===== src/rtl/esc_defines.svh =====
// Constants for the error syndrome classifier: encodings, offsets, resets.
`ifndef ESC_DEFINES_SVH
`define ESC_DEFINES_SVH
`define ESC_SYNC64_UC    2'h2
`define ESC_SYNC64_UER   2'h0
`define ESC_SYNC64_UEO   2'h3
`define ESC_A32_UC       2'h0
`define ESC_A32_UEU      2'h1
`define ESC_A32_UER      2'h3
`define ESC_A32_UEO      2'h2
`define ESC_A64_UC       3'h0
`define ESC_A64_UEU      3'h1
`define ESC_A64_UEO      3'h2
`define ESC_A64_UER      3'h3
`define ESC_A64_CE       3'h6
`define ESC_FSC_ASYNC    6'h11
`define ESC_FSC_SYNC     6'h10
`define ESC_OFF_CTRL     12'h000
`define ESC_OFF_RESULT   12'h004
`define ESC_OFF_SYND     12'h008
`define ESC_OFF_STATUS   12'h00c
`define ESC_OFF_MASK     12'h010
`define ESC_OFF_COUNT    12'h014
`define ESC_BIT_DONE     0
`define ESC_BIT_UC       1
`define ESC_BIT_REJ      2
`define ESC_CTRL_RESET   1'b1
`define ESC_MASK_RESET   3'h0
`endif


===== src/rtl/esc_pkg.sv =====
// Types shared by the error syndrome classifier files.
package esc_pkg;
  typedef enum logic [1:0] {
    ESC_EXC_SYNC64,
    ESC_EXC_SERR64,
    ESC_EXC_SYNC32,
    ESC_EXC_SERR32
  } esc_exc_t;
  typedef enum logic [2:0] {
    ESC_ST_NONE,
    ESC_ST_UC,
    ESC_ST_UEU,
    ESC_ST_UER,
    ESC_ST_UEO,
    ESC_ST_CE,
    ESC_ST_UNCAT,
    ESC_ST_IMPDEF
  } esc_state_t;
  typedef struct packed {
    logic       silent_prop;
    logic       recoverable;
    logic       needs_repair;
    logic       synchronized;
    logic       corrected;
    esc_state_t elect;
  } esc_cond_t;
  typedef struct packed {
    logic       sync_valid;
    logic [1:0] sync_type;
    logic       async_valid;
    logic [2:0] async_type;
    logic       impdef_flag;
    logic [5:0] fsc;
  } esc_synd_t;
endpackage : esc_pkg


===== src/rtl/esc_select.sv =====
// Combinational selection of the recorded error state.
`timescale 1ns/100ps
`default_nettype none
module esc_select
  import esc_pkg::*;
(
  // Exception kind and conditions
  input  wire esc_exc_t   exc,
  input  wire esc_cond_t  cond,
  // Selected state
  output var  esc_state_t state
);
  logic el_uc, el_ueu, el_uer, el_ueo, el_uncat, el_imp, a64s;
  always_comb begin
    a64s     = (exc == ESC_EXC_SERR64);
    el_uncat = (cond.elect == ESC_ST_UNCAT) && a64s;     // [RULE_04]
    el_imp   = (cond.elect == ESC_ST_IMPDEF) && a64s;    // [RULE_04]
    el_uc    = (cond.elect == ESC_ST_UC);                // [RULE_06]
    el_ueu   = (cond.elect == ESC_ST_UEU);
    el_uer   = (cond.elect == ESC_ST_UER);
    el_ueo   = (cond.elect == ESC_ST_UEO);
    state    = ESC_ST_NONE;
    // Stronger states are checked first; sync32 records none, uncat/impdef elections count only on system error 64, and a CE election needs corrected.
    if (exc == ESC_EXC_SYNC32) begin
      state = ESC_ST_NONE;                               // [RULE_09]
    end else if (el_uncat) begin
      state = ESC_ST_UNCAT;
    end else if (el_imp) begin
      state = ESC_ST_IMPDEF;                             // [RULE_09]
    end else if (cond.silent_prop || el_uc ||
                 (!cond.recoverable && !cond.synchronized) ||
                 (!cond.recoverable && exc == ESC_EXC_SYNC64)) begin
      state = ESC_ST_UC;                                 // [RULE_07] [RULE_08]
    end else if (!cond.recoverable || el_ueu) begin
      // An abort cannot carry unrecoverable, so it widens to uncontainable.
      state = (exc == ESC_EXC_SYNC64) ? ESC_ST_UC : ESC_ST_UEU; // [RULE_10]
    end else if (cond.needs_repair || el_uer) begin
      state = ESC_ST_UER;                                // [RULE_12]
    end else if (cond.corrected && a64s && !el_ueo) begin
      state = ESC_ST_CE;                                 // [RULE_14]
    end else begin
      state = ESC_ST_UEO;                                // [RULE_13]
    end
  end                                                    // [RULE_05]
endmodule : esc_select
`default_nettype wire


===== src/rtl/esc_encode.sv =====
// Encodes the selected state into the syndrome fields of the exception.
`timescale 1ns/100ps
`default_nettype none
`include "esc_defines.svh"
module esc_encode
  import esc_pkg::*;
(
  // Inputs
  input  wire esc_exc_t   exc,
  input  wire esc_state_t state,
  // Syndrome
  output var  esc_synd_t  synd
);
  always_comb begin
    synd = '0;
    case (exc)
      ESC_EXC_SYNC64: begin
        synd.sync_valid = 1'b1;
        synd.fsc        = `ESC_FSC_SYNC;
        case (state)                                     // [RULE_01]
          ESC_ST_UER: synd.sync_type = `ESC_SYNC64_UER;
          ESC_ST_UEO: synd.sync_type = `ESC_SYNC64_UEO;
          default:    synd.sync_type = `ESC_SYNC64_UC;
        endcase
      end
      ESC_EXC_SERR32: begin
        synd.async_valid = 1'b1;
        synd.fsc         = `ESC_FSC_ASYNC;
        case (state)                                     // [RULE_02]
          ESC_ST_UEU: synd.async_type = {1'b0, `ESC_A32_UEU};
          ESC_ST_UER: synd.async_type = {1'b0, `ESC_A32_UER};
          ESC_ST_UEO: synd.async_type = {1'b0, `ESC_A32_UEO};
          default:    synd.async_type = {1'b0, `ESC_A32_UC};
        endcase
      end
      ESC_EXC_SERR64: begin
        case (state)
          ESC_ST_UNCAT: synd = '0;                       // [RULE_11]
          ESC_ST_IMPDEF: synd.impdef_flag = 1'b1;        // [RULE_11]
          default: begin
            synd.async_valid = 1'b1;
            synd.fsc         = `ESC_FSC_ASYNC;           // [RULE_11]
            case (state)                                 // [RULE_03]
              ESC_ST_UEU: synd.async_type = `ESC_A64_UEU;
              ESC_ST_UER: synd.async_type = `ESC_A64_UER;
              ESC_ST_UEO: synd.async_type = `ESC_A64_UEO;
              ESC_ST_CE:  synd.async_type = `ESC_A64_CE;
              default:    synd.async_type = `ESC_A64_UC;
            endcase
          end
        endcase
      end
      default: synd = '0;                                // [RULE_04]
    endcase
  end
endmodule : esc_encode
`default_nettype wire


===== src/rtl/esc_classifier.sv =====
// Error syndrome classifier: latches the syndrome classified from the conditions at exception entry.
//
// How it works
// (RULE_01) Sync abort 64: two-bit code, three states.
// (RULE_02) System error 32: two-bit code, four states.
// (RULE_03) System error 64: three-bit codes, corrected 110.
// (RULE_04) Uncategorized/impdef only system error 64.
// (RULE_05) State chosen from kind, five conditions and election.
// (RULE_06) Elected state only where its conditions hold.
// (RULE_07) Uncontainable: propagated, unsynced unrecoverable, elected.
// (RULE_08) Unrecoverable sync abort 64 becomes uncontainable.
// (RULE_09) No uncontainable for sync32 or impdef/uncat.
// (RULE_10) Unrecoverable only for unpropagated system errors.
// (RULE_11) System error 64: flag, nonzero status code.
// (RULE_12) Recoverable when repair needed or elected.
// (RULE_13) Restartable when resumable without repair.
// (RULE_14) Corrected only on system error 64.
// (RULE_15) One cycle, all syndrome fields written together.
// (RULE_16) Conditions sampled with the exception request.
`timescale 1ns/100ps
`default_nettype none
`include "esc_defines.svh"
module esc_classifier
  import esc_pkg::*;
(
  // Clock and reset
  input  wire logic        pclk,
  input  wire logic        presetn,
  // APB slave
  input  wire logic        psel,
  input  wire logic        penable,
  input  wire logic        pwrite,
  input  wire logic [11:0] paddr,
  input  wire logic [31:0] pwdata,
  output var  logic [31:0] prdata,
  output var  logic        pready,
  output var  logic        pslverr,
  // Exception entry
  input  wire logic        exc_req,
  input  wire esc_exc_t    exc_kind,
  input  wire esc_cond_t   exc_cond,
  // Syndrome result
  output var  esc_synd_t   synd,
  output var  esc_state_t  rec_state,
  output var  logic        synd_valid,
  output var  logic        irq
);
  ////////////////////////////////////////////////////////////////////////////
  typedef struct packed {
    logic [31:0] prdata;
    logic        pready;
    logic        pslverr;
    logic        enable;
    esc_synd_t   synd;
    esc_state_t  state;
    esc_exc_t    kind;
    logic        valid;
    logic [2:0]  status;
    logic [2:0]  mask;
    logic [15:0] count;
    logic        irq;
  } esc_regs_t;

  esc_regs_t  r, next_r;
  esc_state_t sel_state;
  esc_synd_t  sel_synd;
  logic       wr, rd, take;

  esc_select u_select (
    .exc   (exc_kind),
    .cond  (exc_cond),
    .state (sel_state)
  );

  esc_encode u_encode (
    .exc   (exc_kind),
    .state (sel_state),
    .synd  (sel_synd)
  );

  ////////////////////////////////////////////////////////////////////////////
  always_comb begin
    next_r  = r;
    wr      = psel && penable && pwrite;
    rd      = psel && !penable && !pwrite;
    take    = exc_req && r.enable;                       // [RULE_16]
    next_r.pready  = psel && !penable;
    next_r.pslverr = 1'b0;
    if (wr) begin
      case (paddr)
        `ESC_OFF_CTRL:   next_r.enable = pwdata[0];
        `ESC_OFF_STATUS: next_r.status = r.status & ~pwdata[2:0];
        `ESC_OFF_MASK:   next_r.mask   = pwdata[2:0];
        `ESC_OFF_COUNT:  next_r.count  = 16'h0000;
        `ESC_OFF_RESULT, `ESC_OFF_SYND: next_r.pslverr = 1'b0;
        default:         next_r.pslverr = 1'b0;
      endcase
    end
    if (rd) begin
      case (paddr)
        `ESC_OFF_CTRL:   next_r.prdata = {31'h0, r.enable};
        `ESC_OFF_RESULT: next_r.prdata = {24'h0, r.valid, r.kind,
                                          2'h0, r.state};
        `ESC_OFF_SYND:   next_r.prdata = {18'h0, r.synd};
        `ESC_OFF_STATUS: next_r.prdata = {29'h0, r.status};
        `ESC_OFF_MASK:   next_r.prdata = {29'h0, r.mask};
        `ESC_OFF_COUNT:  next_r.prdata = {16'h0, r.count};
        default: begin
          next_r.prdata  = 32'h0;
          next_r.pslverr = 1'b1;
        end
      endcase
    end
    if (psel && !penable && pwrite &&
        !(paddr inside {`ESC_OFF_CTRL, `ESC_OFF_RESULT, `ESC_OFF_SYND,
                        `ESC_OFF_STATUS, `ESC_OFF_MASK, `ESC_OFF_COUNT})) begin
      next_r.pslverr = 1'b1;
    end
    if (take) begin
      // Whole syndrome replaced at once so software never sees a mix.
      next_r.synd  = sel_synd;                           // [RULE_15]
      next_r.state = sel_state;
      next_r.kind  = exc_kind;
      next_r.valid = (exc_kind != ESC_EXC_SYNC32);       // [RULE_04]
      next_r.count = r.count + 16'h0001;
      // Event set wins over a same-cycle clear.
      next_r.status[`ESC_BIT_DONE] = 1'b1;
      if (sel_state == ESC_ST_UC) begin
        next_r.status[`ESC_BIT_UC] = 1'b1;
      end
    end
    if (exc_req && !r.enable) begin
      next_r.status[`ESC_BIT_REJ] = 1'b1;
    end
    next_r.irq = |(next_r.status & next_r.mask);
  end

  always_ff @(posedge pclk or negedge presetn) begin
    if (!presetn) begin
      r        <= '0;
      r.enable <= `ESC_CTRL_RESET;
      r.mask   <= `ESC_MASK_RESET;
    end else begin
      r <= next_r;
    end
  end

  assign prdata     = r.prdata;
  assign pready     = r.pready;
  assign pslverr    = r.pslverr;
  assign synd       = r.synd;
  assign rec_state  = r.state;
  assign synd_valid = r.valid;
  assign irq        = r.irq;
endmodule : esc_classifier
`default_nettype wire


===== config.mk =====
export PLATFORM = sky130hd
export DESIGN_NAME = esc_classifier
export DESIGN_NICKNAME = d
export VERILOG_FILES = /design/src/rtl/esc_pkg.sv /design/src/rtl/esc_select.sv /design/src/rtl/esc_encode.sv /design/src/rtl/esc_classifier.sv
export VERILOG_INCLUDE_DIRS = /design/src /design/src/rtl
export SDC_FILE = /design/constraint.sdc
export NUM_CORES = 1
export LEC_CHECK = 0
export BUFFER_PORTS_ARGS = -buffer_cell sky130_fd_sc_hd__buf_2
export CELL_PAD_IN_SITES_DETAIL_PLACEMENT = 0
export CELL_PAD_IN_SITES_GLOBAL_PLACEMENT = 1
export CORE_ASPECT_RATIO = 1.1
export CORE_UTILIZATION = 40
export DETAILED_ROUTE_END_ITERATION = 16
export PLACE_DENSITY = 0.85
export SYNTH_ARGS = -nofsm -noshare
export SYNTH_HDL_FRONTEND = slang
export SYNTH_SLANG_ARGS = --single-unit

===== constraint.sdc =====
create_clock -name pclk -period 4.1 [get_ports pclk]
set_input_delay 0.82 -clock pclk [delete_from_list [all_inputs] [get_ports pclk]]
set_output_delay 0.82 -clock pclk [all_outputs]
set_load 0.05 [all_outputs]

==> results.toml, run 1 <==
[detailed_routing]
drt_drc_violations_left = 0
wl_um = 6840
first_iter_violations = 137
post_drt_wl_per_cell_um = 13.8
via_count = 2471
drt_first_pass_iters = 4
postRouteAntennaNets = 0
post_drt_via_cell_ratio = 4.97

[logic_synthesis]
dominantRegCellSynth = "sky130_fd_sc_hd__dfrtp_1"
post_synth_and_or_nand_nor_area_fraction = 0.217
post_synth_instance_area_sq_um = 3300
yosys.area_share.xor_xnor = 0.00531
netlist.top_cell.by_area = "sky130_fd_sc_hd__dfrtp_1"
synthesis.instances = 350
async_flop_share = 1.00
synth.area.mux_share = 0.0322
yosys_warning_total = 0
post_synth_fa_ha_maj_area_fraction = 0.00379
number_of_distinct_library_cells_after_synthesis = 58
largest_family_of_logic_cells_by_synthesized_area = "simple AND/OR/NAND/NOR gates"
netlist.area_leader.share = 0.432
synth.yosys.seq_area_share = 0.440
synth_enable_flop_cells = 0
synth-seq-cells = 58
synthTopCellsByArea = "sky130_fd_sc_hd__dfrtp_1 (43%), sky130_fd_sc_hd__buf_4 (12%), sky130_fd_sc_hd__nand2_1 (5.8%)"
avgSynthCellArea_sq_um = 9.42
post_synthesis_compound_gate_area_fraction = 0.165

[critical_path]
critPathArrivalTime_ps = 2520
worst-endpoint-required_ps = 4310
critPathMaxFanout = 19
critical_path_class = "in2reg"
crit_path_end_kind = "flip-flop"
critPathLaunchType = "primary input"

[sta]
clock_skew_ps = 5.92
setup-violations-final = 0
worstMarginPinSlew_ps = 730
maxClockFrequency_mhz = 433
rsz_0062_raised_after_global_routing = "no"
finalHoldViolCount = 0
fin_tns_setup_ps = 0
slew-limit-headroom = 0.514
timing.final.max_slew_violations = 0
layout_worst_path_cycle_share = 0.564
final_period_minus_worst_setup_slack_ps = 2310

[clocking]
cts_buffer_depth = 2
cts_buffers = 9
number_of_setup_buffers_added_after_cts = 0
cts_root_buffer = "sky130_fd_sc_hd__clkbuf_8"
cts_sink_cnt = 58
post_cts_resized = 0
cts_tree = "yes"
htreeDepth = 3
holdBufCountCts = 0
cts.reportedPaths.clkPinSlew_ps = 70
clk-insertion-delay-late_ps = 330

[global_route]
wire_length_of_the_first_global_routing_pass_um = 11200
gr-usage-all-layers = 0.172
number_of_antenna_violations_at_the_first_check_in_global_routing = 0
grt.overflow.total = 0
grt_pass1_vias = 2252
pin_count_of_the_biggest_net_entering_global_routing = 32

[finish]
finish.net_count = 445
area.growth.synth_to_final_pct = 9.98
fin_util = 0.456
final_layout_size_suffix_gt1_frac = 0.265
antenna_cells_inserted = 0

[outcome]
run_status = "completed"

[placed_design]
port-buffer-count = 63
detailedPlacementHpwl_um = 5080
routabilityCongestion = 0.813

[floorplanning]
standard_cell_row_count = 34
dieWidth_um = 88.6
die_area_sq_um = 8610
die_y_um = 97.2
fp.coreArea_sq_um = 7960
design.portCount = 113
start_util = 0.415

[pwr]
peakVddDrop_uv = 178
total_power_mw = 1.28
power-per-cell-area_nw_per_um2 = 352
power.leakage_nw = 1.80

[worst_hold_path]
hold_class = "reg2reg"

[run]
maxCapViolations = 0
[cell usage in the layout, fill, tap and decap left out, drive strengths merged, types with 6 or more instances in the layout]
| cell type | instances |
|---|---|
| nor3 | 6 |
| nand2 | 51 |
| o21ai | 43 |
| conb | 20 |
| buf | 65 |
| a21oi | 7 |
| nand3 | 15 |
| nand2b | 7 |
| and3 | 7 |
| clkbuf | 10 |
| nor2 | 15 |
| a22oi | 8 |
| dfrtp | 57 |
[where the power goes]
group,total [mW],switching [mW],internal (mW)
clock network,0.580,0.226,0.354
registers,0.576,0.00143,0.575
logic,0.121,0.0932,0.0283
total,1.28,0.321,0.957
[cells in the mapped netlist, types with 2 or more instances]
library cell	n
sky130_fd_sc_hd__and2_1	3
sky130_fd_sc_hd__buf_2	4
sky130_fd_sc_hd__o21bai_1	2
sky130_fd_sc_hd__a211oi_1	2
sky130_fd_sc_hd__a22oi_1	8
sky130_fd_sc_hd__nand3_1	14
sky130_fd_sc_hd__o22ai_1	2
sky130_fd_sc_hd__a21oi_1	5
sky130_fd_sc_hd__and3_1	7
sky130_fd_sc_hd__mux2i_1	5
sky130_fd_sc_hd__inv_1	5
sky130_fd_sc_hd__nor3_1	4
sky130_fd_sc_hd__a22o_1	4
sky130_fd_sc_hd__o21ai_0	14
sky130_fd_sc_hd__a21oi_2	2
sky130_fd_sc_hd__nand2b_1	7
sky130_fd_sc_hd__dfrtp_1	57
sky130_fd_sc_hd__nor4_1	2
sky130_fd_sc_hd__mux2_2	5
sky130_fd_sc_hd__nand4_1	2
sky130_fd_sc_hd__buf_4	51
sky130_fd_sc_hd__nand2_1	51
sky130_fd_sc_hd__nand3b_1	2
sky130_fd_sc_hd__a222oi_1	5
sky130_fd_sc_hd__o21ai_2	2
sky130_fd_sc_hd__a21o_1	4
sky130_fd_sc_hd__clkbuf_1	6
sky130_fd_sc_hd__or2_1	3
sky130_fd_sc_hd__nor2b_1	4
sky130_fd_sc_hd__o21ai_1	27
sky130_fd_sc_hd__nor2_1	14
[per-stage QoR]
| stage | worst slack [ps] | area (sq um) | hold slack (ps) | instances |
|---|---|---|---|---|
| 6_report | 1790 | 3630 | 474 | 497 |
| 5_1_grt | 1640 | 3630 | 493 | 497 |
| 4_1_cts | 1830 | 3630 | 483 | 497 |
| 3_5_place_dp | 1480 | 3410 | 468 | 481 |
| 3_3_place_gp | 1470 | 3410 | 460 | 481 |
| 2_1_floorplan | 1820 | 3370 | 445 | 369 |
[kinds of logic after synthesis]
logic type,after synthesis
adders and majority gates,1
buffers and inverters,66
muxes,10
xor gates and xnor gates,2
other,1
AOI/OAI and AO/OA,83
and+or+nand+nor,129
DFF,58
[layout make-up]
class                      count  area, sq um
sequential                    58         1450
multi-input combinational    245         1470
clock buffer                  10          138
tap                          108          135
timing repair buffer          65          330
fill                         785         4330
clock inverter                 6         80.1
inverter                       5         18.8
[layer usage]
layer | global-route usage | part of all wire | vias to the layer above
met3 | 0.0289 | 0.040 | 5
li1 | - | - | 1234
met1 | 0.235 | 0.46 | 1165
met2 | 0.259 | 0.49 | 67
met4 | 0.0856 | 0.011 | 0
met5 | 0 | 0 | -
[sequential cells by signal (all words and copies together), names as in the netlist]
register,cells
r,25
pslverr,1
irq,1
synd_valid,1
synd,10
prdata,16
rec_state,3
pready,1
[final timing paths]
check,start,end,slack (ps),cells after the start
max,paddr[10],r[12]$_DFFE_PN0P_,1790,7
min,prdata[0]$_DFFE_PN0P_,prdata[0]$_DFFE_PN0P_,470,2
max reg2reg,r[43]$_DFFE_PN1P_,r[12]$_DFFE_PN0P_,1950,6
min reg2reg,prdata[0]$_DFFE_PN0P_,prdata[0]$_DFFE_PN0P_,470,2
max in group asynchronous,presetn,r[8]$_DFFE_PN0P_,2740,2
min in group asynchronous,presetn,prdata[14]$_DFFE_PN0P_,510,1
[critical path, cell delays in order]
cell and delay, ps:
sky130_fd_sc_hd__buf_2 120, sky130_fd_sc_hd__nor4_4 340, sky130_fd_sc_hd__nand4_2 250, sky130_fd_sc_hd__nor2_4 480, sky130_fd_sc_hd__nand3_2 280, sky130_fd_sc_hd__nand3_1 150, sky130_fd_sc_hd__o21ai_1 70
(Power assumes the default switching activity.)
==> run 2: changes to the inputs <==
--- a/config.mk
+++ b/config.mk
@@ -10,9 +10,9 @@
 export CELL_PAD_IN_SITES_DETAIL_PLACEMENT = 0
 export CELL_PAD_IN_SITES_GLOBAL_PLACEMENT = 1
 export CORE_ASPECT_RATIO = 1.1
-export CORE_UTILIZATION = 40
+export CORE_UTILIZATION = 34
 export DETAILED_ROUTE_END_ITERATION = 16
-export PLACE_DENSITY = 0.85
+export PLACE_DENSITY = 0.77
 export SYNTH_ARGS = -nofsm -noshare
 export SYNTH_HDL_FRONTEND = slang
 export SYNTH_SLANG_ARGS = --single-unit
==> constraint.sdc (replaced) <==
create_clock -name pclk -period 1.95 [get_ports pclk]
set_input_delay 0.39 -clock pclk [delete_from_list [all_inputs] [get_ports pclk]]
set_output_delay 0.39 -clock pclk [all_outputs]
set_load 0.05 [all_outputs]
==> run 2 against run 1 <==
Critical path depth down 1; worst setup slack got worse by 1500 ps; global-route usage down 1.9 points; first-iteration DRC count shrank 12%; core utilization is 5.8 points lower; clock power up 81%; via count increased by 3.0%; clock skew up 0.53 ps; flip-flop and latch count unchanged; wire length is 1.5% higher; critical path type is now reg2reg; highest routed layer unchanged.
==> results.toml, run 2 (synthesized netlist as in run 1, its figures left out) <==
[global_route]
wire_length_of_the_first_global_routing_pass_um = 11700
use_met3 = 0.0317
globalRoute.busiestLayer = "met2"
pin_count_of_the_biggest_net_entering_global_routing = 38
globalRouteMet2Util = 0.237
gr-usage-met1 = 0.205
grt.overflow.total = 0
number_of_antenna_violations_at_the_first_check_in_global_routing = 0
gr-usage-all-layers = 0.152
grt_pass1_vias = 2391

[critical_path]
cp_top_delay_family = "simple AND/OR/NAND/NOR gates"
critPathArrivalTime_ps = 1880
critPathLaunchType = "flip-flop"
critical_path.cell_chain = "and2_1, and4_1, nand3_1, or2_0, nand3_1, o21ai_1"
worst-path-buf-inv = 0
cp_slowest_cell = "sky130_fd_sc_hd__dfstp_2"
crit_path_end_kind = "flip-flop"
worst-endpoint-required_ps = 2160
delay_of_the_slowest_cell_on_the_worst_path_ps = 570
critical_path.most_common_cell = "sky130_fd_sc_hd__nand3_1"
critPathMaxFanout = 5
critical_path_class = "reg2reg"

[clocking]
cts.reportedPaths.clkPinSlew_ps = 70
cts_buffers = 9
number_of_setup_buffers_added_after_cts = 0
cts_root_buffer = "sky130_fd_sc_hd__clkbuf_8"
cts_buffer_depth = 2
holdBufCountCts = 0
htreeDepth = 3
post_cts_resized = 0
cts_sink_cnt = 58
clk-insertion-delay-late_ps = 330
cts_tree = "yes"

[detailed_routing]
via_count = 2544
post_drt_wl_per_cell_um = 13.3
drt_drc_violations_left = 0
post_drt_via_cell_ratio = 4.88
drt_first_pass_iters = 4
first_iter_violations = 121
wl_um = 6940
postRouteAntennaNets = 0

[finish]
final_common_cell = "sky130_fd_sc_hd__buf_2"
area.growth.synth_to_final_pct = 13.5
post-route-cell-area_sq_um = 3740
flip_flop_count_of_the_largest_register_after_layout = 25
finish.net_count = 460
final_layout_size_suffix_gt1_frac = 0.290
antenna_cells_inserted = 0
most-common-layout-cells = "sky130_fd_sc_hd__buf_2 (63), sky130_fd_sc_hd__dfrtp_1 (57), sky130_fd_sc_hd__nand2_1 (51), sky130_fd_sc_hd__o21ai_1 (27), sky130_fd_sc_hd__conb_1 (20)"
largest-register = "r"

[worst_hold_path]
hold_class = "in2async"

[floorplanning]
fp.coreArea_sq_um = 9400
die_area_sq_um = 10100
dieWidth_um = 95.9
standard_cell_row_count = 37
design.portCount = 113
start_util = 0.351
die_y_um = 105

[sta]
timing.final.max_slew_violations = 0
layout_worst_path_cycle_share = 0.857
clock_skew_ps = 6.44
finalHoldViolCount = 0
hold-worst-slack_ps = 19.8
setup-violations-final = 0
final_period_minus_worst_setup_slack_ps = 1670
rsz_0062_raised_after_global_routing = "no"
maxClockFrequency_mhz = 598

[placed_design]
detailedPlacementHpwl_um = 5430
routabilityCongestion = 0.771
detailed_place.area_sq_um = 3560
port-buffer-count = 63

[pwr]
total_power_mw = 2.53
power-per-cell-area_nw_per_um2 = 675
peakVddDrop_uv = 290
power.leakage_nw = 1.86

[run]
maxCapViolations = 0

[outcome]
run_status = "completed"
[run 2: cell types whose count changed in the layout (fill, tap and decap cells not counted), sizes merged]
cell,delta
bufinv,-1
buf,+15
clkinvlp,+1
[run 2: final timing paths]
kind / startpoint / to / slack, ps / depth (start not counted)
max: r[43]$_DFFE_PN1P_ / r[12]$_DFFE_PN0P_ / 280 / 6
min: presetn / prdata[12]$_DFFE_PN0P_ / 20 / 2
max reg2reg: r[43]$_DFFE_PN1P_ / r[12]$_DFFE_PN0P_ / 280 / 6
min reg2reg: r[16]$_DFFE_PN0P_ / r[16]$_DFFE_PN0P_ / 470 / 1
max in group asynchronous: presetn / r[43]$_DFFE_PN1P_ / 1670 / 2
min in group pclk: penable / pready$_DFF_PN0_ / 250 / 2
[run 2: final cells by class]
type	instances	area [sq um]
Sequential cell	58	1450
Fill cell	979	5650
Multi-Input combinational cell	245	1470
Inverter	5	18.8
Clock buffer	10	128
Clock inverter	6	57.6
Tap cell	117	146
Timing Repair Buffer	80	468
[run 2: per-layer routing]
metal / vias to the layer above / share of wire
met3: 6 / 0.050
met2: 64 / 0.48
met1: 1208 / 0.45
met4: 0 / 0.013
met5: - / 0
li1: 1266 / -
[run 2: report_power, final]
group,switching (mW),internal (mW)
clock network,0.468,0.580
registers,0.00334,1.21
logic,0.196,0.0699
[run 2: stage by stage]
stage | util | cells | setup TNS (ps) | setup WS [ps]
global placement | 0.379 | 505 | -160 | -24.2
floorplan | - | 369 | 0 | 98.5
finish | 0.398 | 521 | 0 | 279
global route | 0.398 | 521 | 0 | 151
detailed placement | 0.379 | 505 | -342 | -43.1
CTS | 0.398 | 521 | 0 | 263
==> run 3: changes to the inputs <==
--- a/config.mk
+++ b/config.mk
@@ -10,9 +10,9 @@
 export CELL_PAD_IN_SITES_DETAIL_PLACEMENT = 0
 export CELL_PAD_IN_SITES_GLOBAL_PLACEMENT = 1
 export CORE_ASPECT_RATIO = 1.1
-export CORE_UTILIZATION = 34
+export CORE_UTILIZATION = 37
 export DETAILED_ROUTE_END_ITERATION = 16
-export PLACE_DENSITY = 0.77
+export PLACE_DENSITY = 0.8
 export SYNTH_ARGS = -nofsm -noshare
 export SYNTH_HDL_FRONTEND = slang
 export SYNTH_SLANG_ARGS = --single-unit
==> constraint.sdc (replaced) <==
create_clock -name pclk -period 1.69 [get_ports pclk]
set_input_delay 0.338 -clock pclk [delete_from_list [all_inputs] [get_ports pclk]]
set_output_delay 0.338 -clock pclk [all_outputs]
set_load 0.05 [all_outputs]
==> run 3 against run 2 <==
Via count increased by 3.4%; die area is 8.0% lower; critical path depth increased by 2; first-iteration DRC count is 12% lower; total power grew 25%; clock power increased by 33%; core utilization is 6.9 points higher; combinational power is 31% higher; worst hold slack improved by 190 ps; critical endpoint is now irq$_DFF_PN0_; largest cell class unchanged; largest power group unchanged.
==> results.toml, run 3 (synthesized netlist as in run 1, its figures left out) <==
[outcome]
run_status = "completed"

[sta]
timing.final.max_slew_violations = 0
layout_worst_path_cycle_share = 0.950
final_period_minus_worst_setup_slack_ps = 1610
maxClockFrequency_mhz = 623
clock_skew_ps = 8.29
hold-worst-slack_ps = 205
fin_tns_setup_ps = 0
finalHoldViolCount = 0
slack_of_the_critical_path_ps = 84.3
setup-violations-final = 0

[pwr]
power-per-cell-area_nw_per_um2 = 793
p_sw_frac = 0.248
seq_power_share = 0.444
share_clk_of_total_power = 0.446
combPwrFrac = 0.110
total_power_mw = 3.15
power.leakage_nw = 1.99
p_sw_mw = 0.781
peakVddDrop_uv = 335
internal_power_mw = 2.37

[worst_hold_path]
hold_class = "in2reg"

[clocking]
cts_buffer_depth = 2
cts_sink_cnt = 58
cts.reportedPaths.clkPinSlew_ps = 60
clk-insertion-delay-late_ps = 340
cts_tree = "yes"
htreeDepth = 3
cts_root_buffer = "sky130_fd_sc_hd__clkbuf_8"
cts_buffers = 9

[run]
maxCapViolations = 0

[detailed_routing]
drt_drc_violations_left = 0
drt_first_pass_iters = 6
postRouteAntennaNets = 0
post_drt_via_cell_ratio = 4.90
post_drt_wl_per_cell_um = 13.5
first_iter_violations = 107
wl_um = 7260
via_count = 2631

[placed_design]
port-buffer-count = 63
detailed_place.area_sq_um = 3710
detailedPlacementHpwl_um = 5580
placed_cells_incl_taps = 519
routabilityCongestion = 0.783
pre_cts_ws_ps = -298

[finish]
final_layout_size_suffix_gt1_frac = 0.336
antenna_cells_inserted = 0
area.growth.synth_to_final_pct = 20.4
nFillCells = 842
largest-register = "r"
finish.net_count = 482
seqCellArea_sq_um = 1450
final_common_cell = "sky130_fd_sc_hd__buf_2"
instances_no_fill = 537
post-route-cell-area_sq_um = 3970
fin_util = 0.468
most-common-layout-cells = "sky130_fd_sc_hd__buf_2 (63), sky130_fd_sc_hd__dfrtp_1 (57), sky130_fd_sc_hd__nand2_1 (51), sky130_fd_sc_hd__buf_4 (36), sky130_fd_sc_hd__o21ai_1 (27)"
flip_flop_count_of_the_largest_register_after_layout = 25
total_area_of_multi_input_combinational_cells_sq_um = 1510

[floorplanning]
design.portCount = 113
standard_cell_row_count = 35
fp.coreArea_sq_um = 8500
die_area_sq_um = 9300
die_y_um = 101
dieWidth_um = 92.0
start_util = 0.388

[critical_path]
crit_path_end_kind = "flip-flop"
critPathMaxFanout = 4
critPathArrivalTime_ps = 1810
worst-endpoint-required_ps = 1900
critical_path_class = "in2reg"
critPathLaunchType = "primary input"

[global_route]
grt_pass1_vias = 2495
number_of_antenna_violations_at_the_first_check_in_global_routing = 0
wire_length_of_the_first_global_routing_pass_um = 12000
pin_count_of_the_biggest_net_entering_global_routing = 54
grt.overflow.total = 0
gr-usage-all-layers = 0.167
-- run 3: what timing repair did --
item                                   4_1_cts  5_1_grt
buffers inserted                             0        1
setup endpoints to repair                    0       10
resized for setup                            0        7
hold buffers                                 1        0
endpoints found under the hold margin        4        0
-- run 3: final timing paths --
kind | slack, ps | depth (start not counted) | from | end
worst min-delay path | 200 | 2 | penable | pready$_DFF_PN0_
worst max register to register | 90 | 6 | r[43]$_DFFE_PN1P_ | r[12]$_DFFE_PN0P_
worst min register to register | 480 | 2 | prdata[0]$_DFFE_PN0P_ | prdata[0]$_DFFE_PN0P_
min in group asynchronous | 370 | 2 | presetn | irq$_DFF_PN0_
worst max-delay path | 80 | 8 | paddr[10] | irq$_DFF_PN0_
max in group asynchronous | 800 | 3 | presetn | synd[8]$_DFFE_PN0P_
-- run 3: worst max-delay path: stages --
cell and delay, ps:
sky130_fd_sc_hd__buf_2 110, sky130_fd_sc_hd__nor4_4 280, sky130_fd_sc_hd__buf_4 180, sky130_fd_sc_hd__nand4b_4 160, sky130_fd_sc_hd__nor3_4 240, sky130_fd_sc_hd__mux2_4 340
sky130_fd_sc_hd__o21ai_2 60, sky130_fd_sc_hd__o221ai_2 100
-- run 3: layout make-up --
type                    count  area share
clock buffers              11      0.0356
clock inverters             5      0.0195
repair buffers            102       0.160
well taps                 111      0.0350
inverters                   5     0.00472
flip-flops and latches     58       0.366
multi-input cells         245       0.380
-- run 3: power by group through the flow --
stage          Clock, mW  Combinational, mW  Sequential, mW
4_1_cts             1.43              0.349            1.40
3_5_place_dp           0              0.346            1.42
5_1_grt             1.49              0.378            1.40
2_1_floorplan          0              0.229            1.43
6_report            1.40              0.348            1.40
3_3_place_gp           0              0.341            1.42
-- run 3: metal layers --
metal,global-route usage,wire [um],part of all wire
met4,0.0745,106,0.015
met3,0.0234,306,0.042
met5,0,0,0
met2,0.282,3560,0.49
met1,0.212,3280,0.45
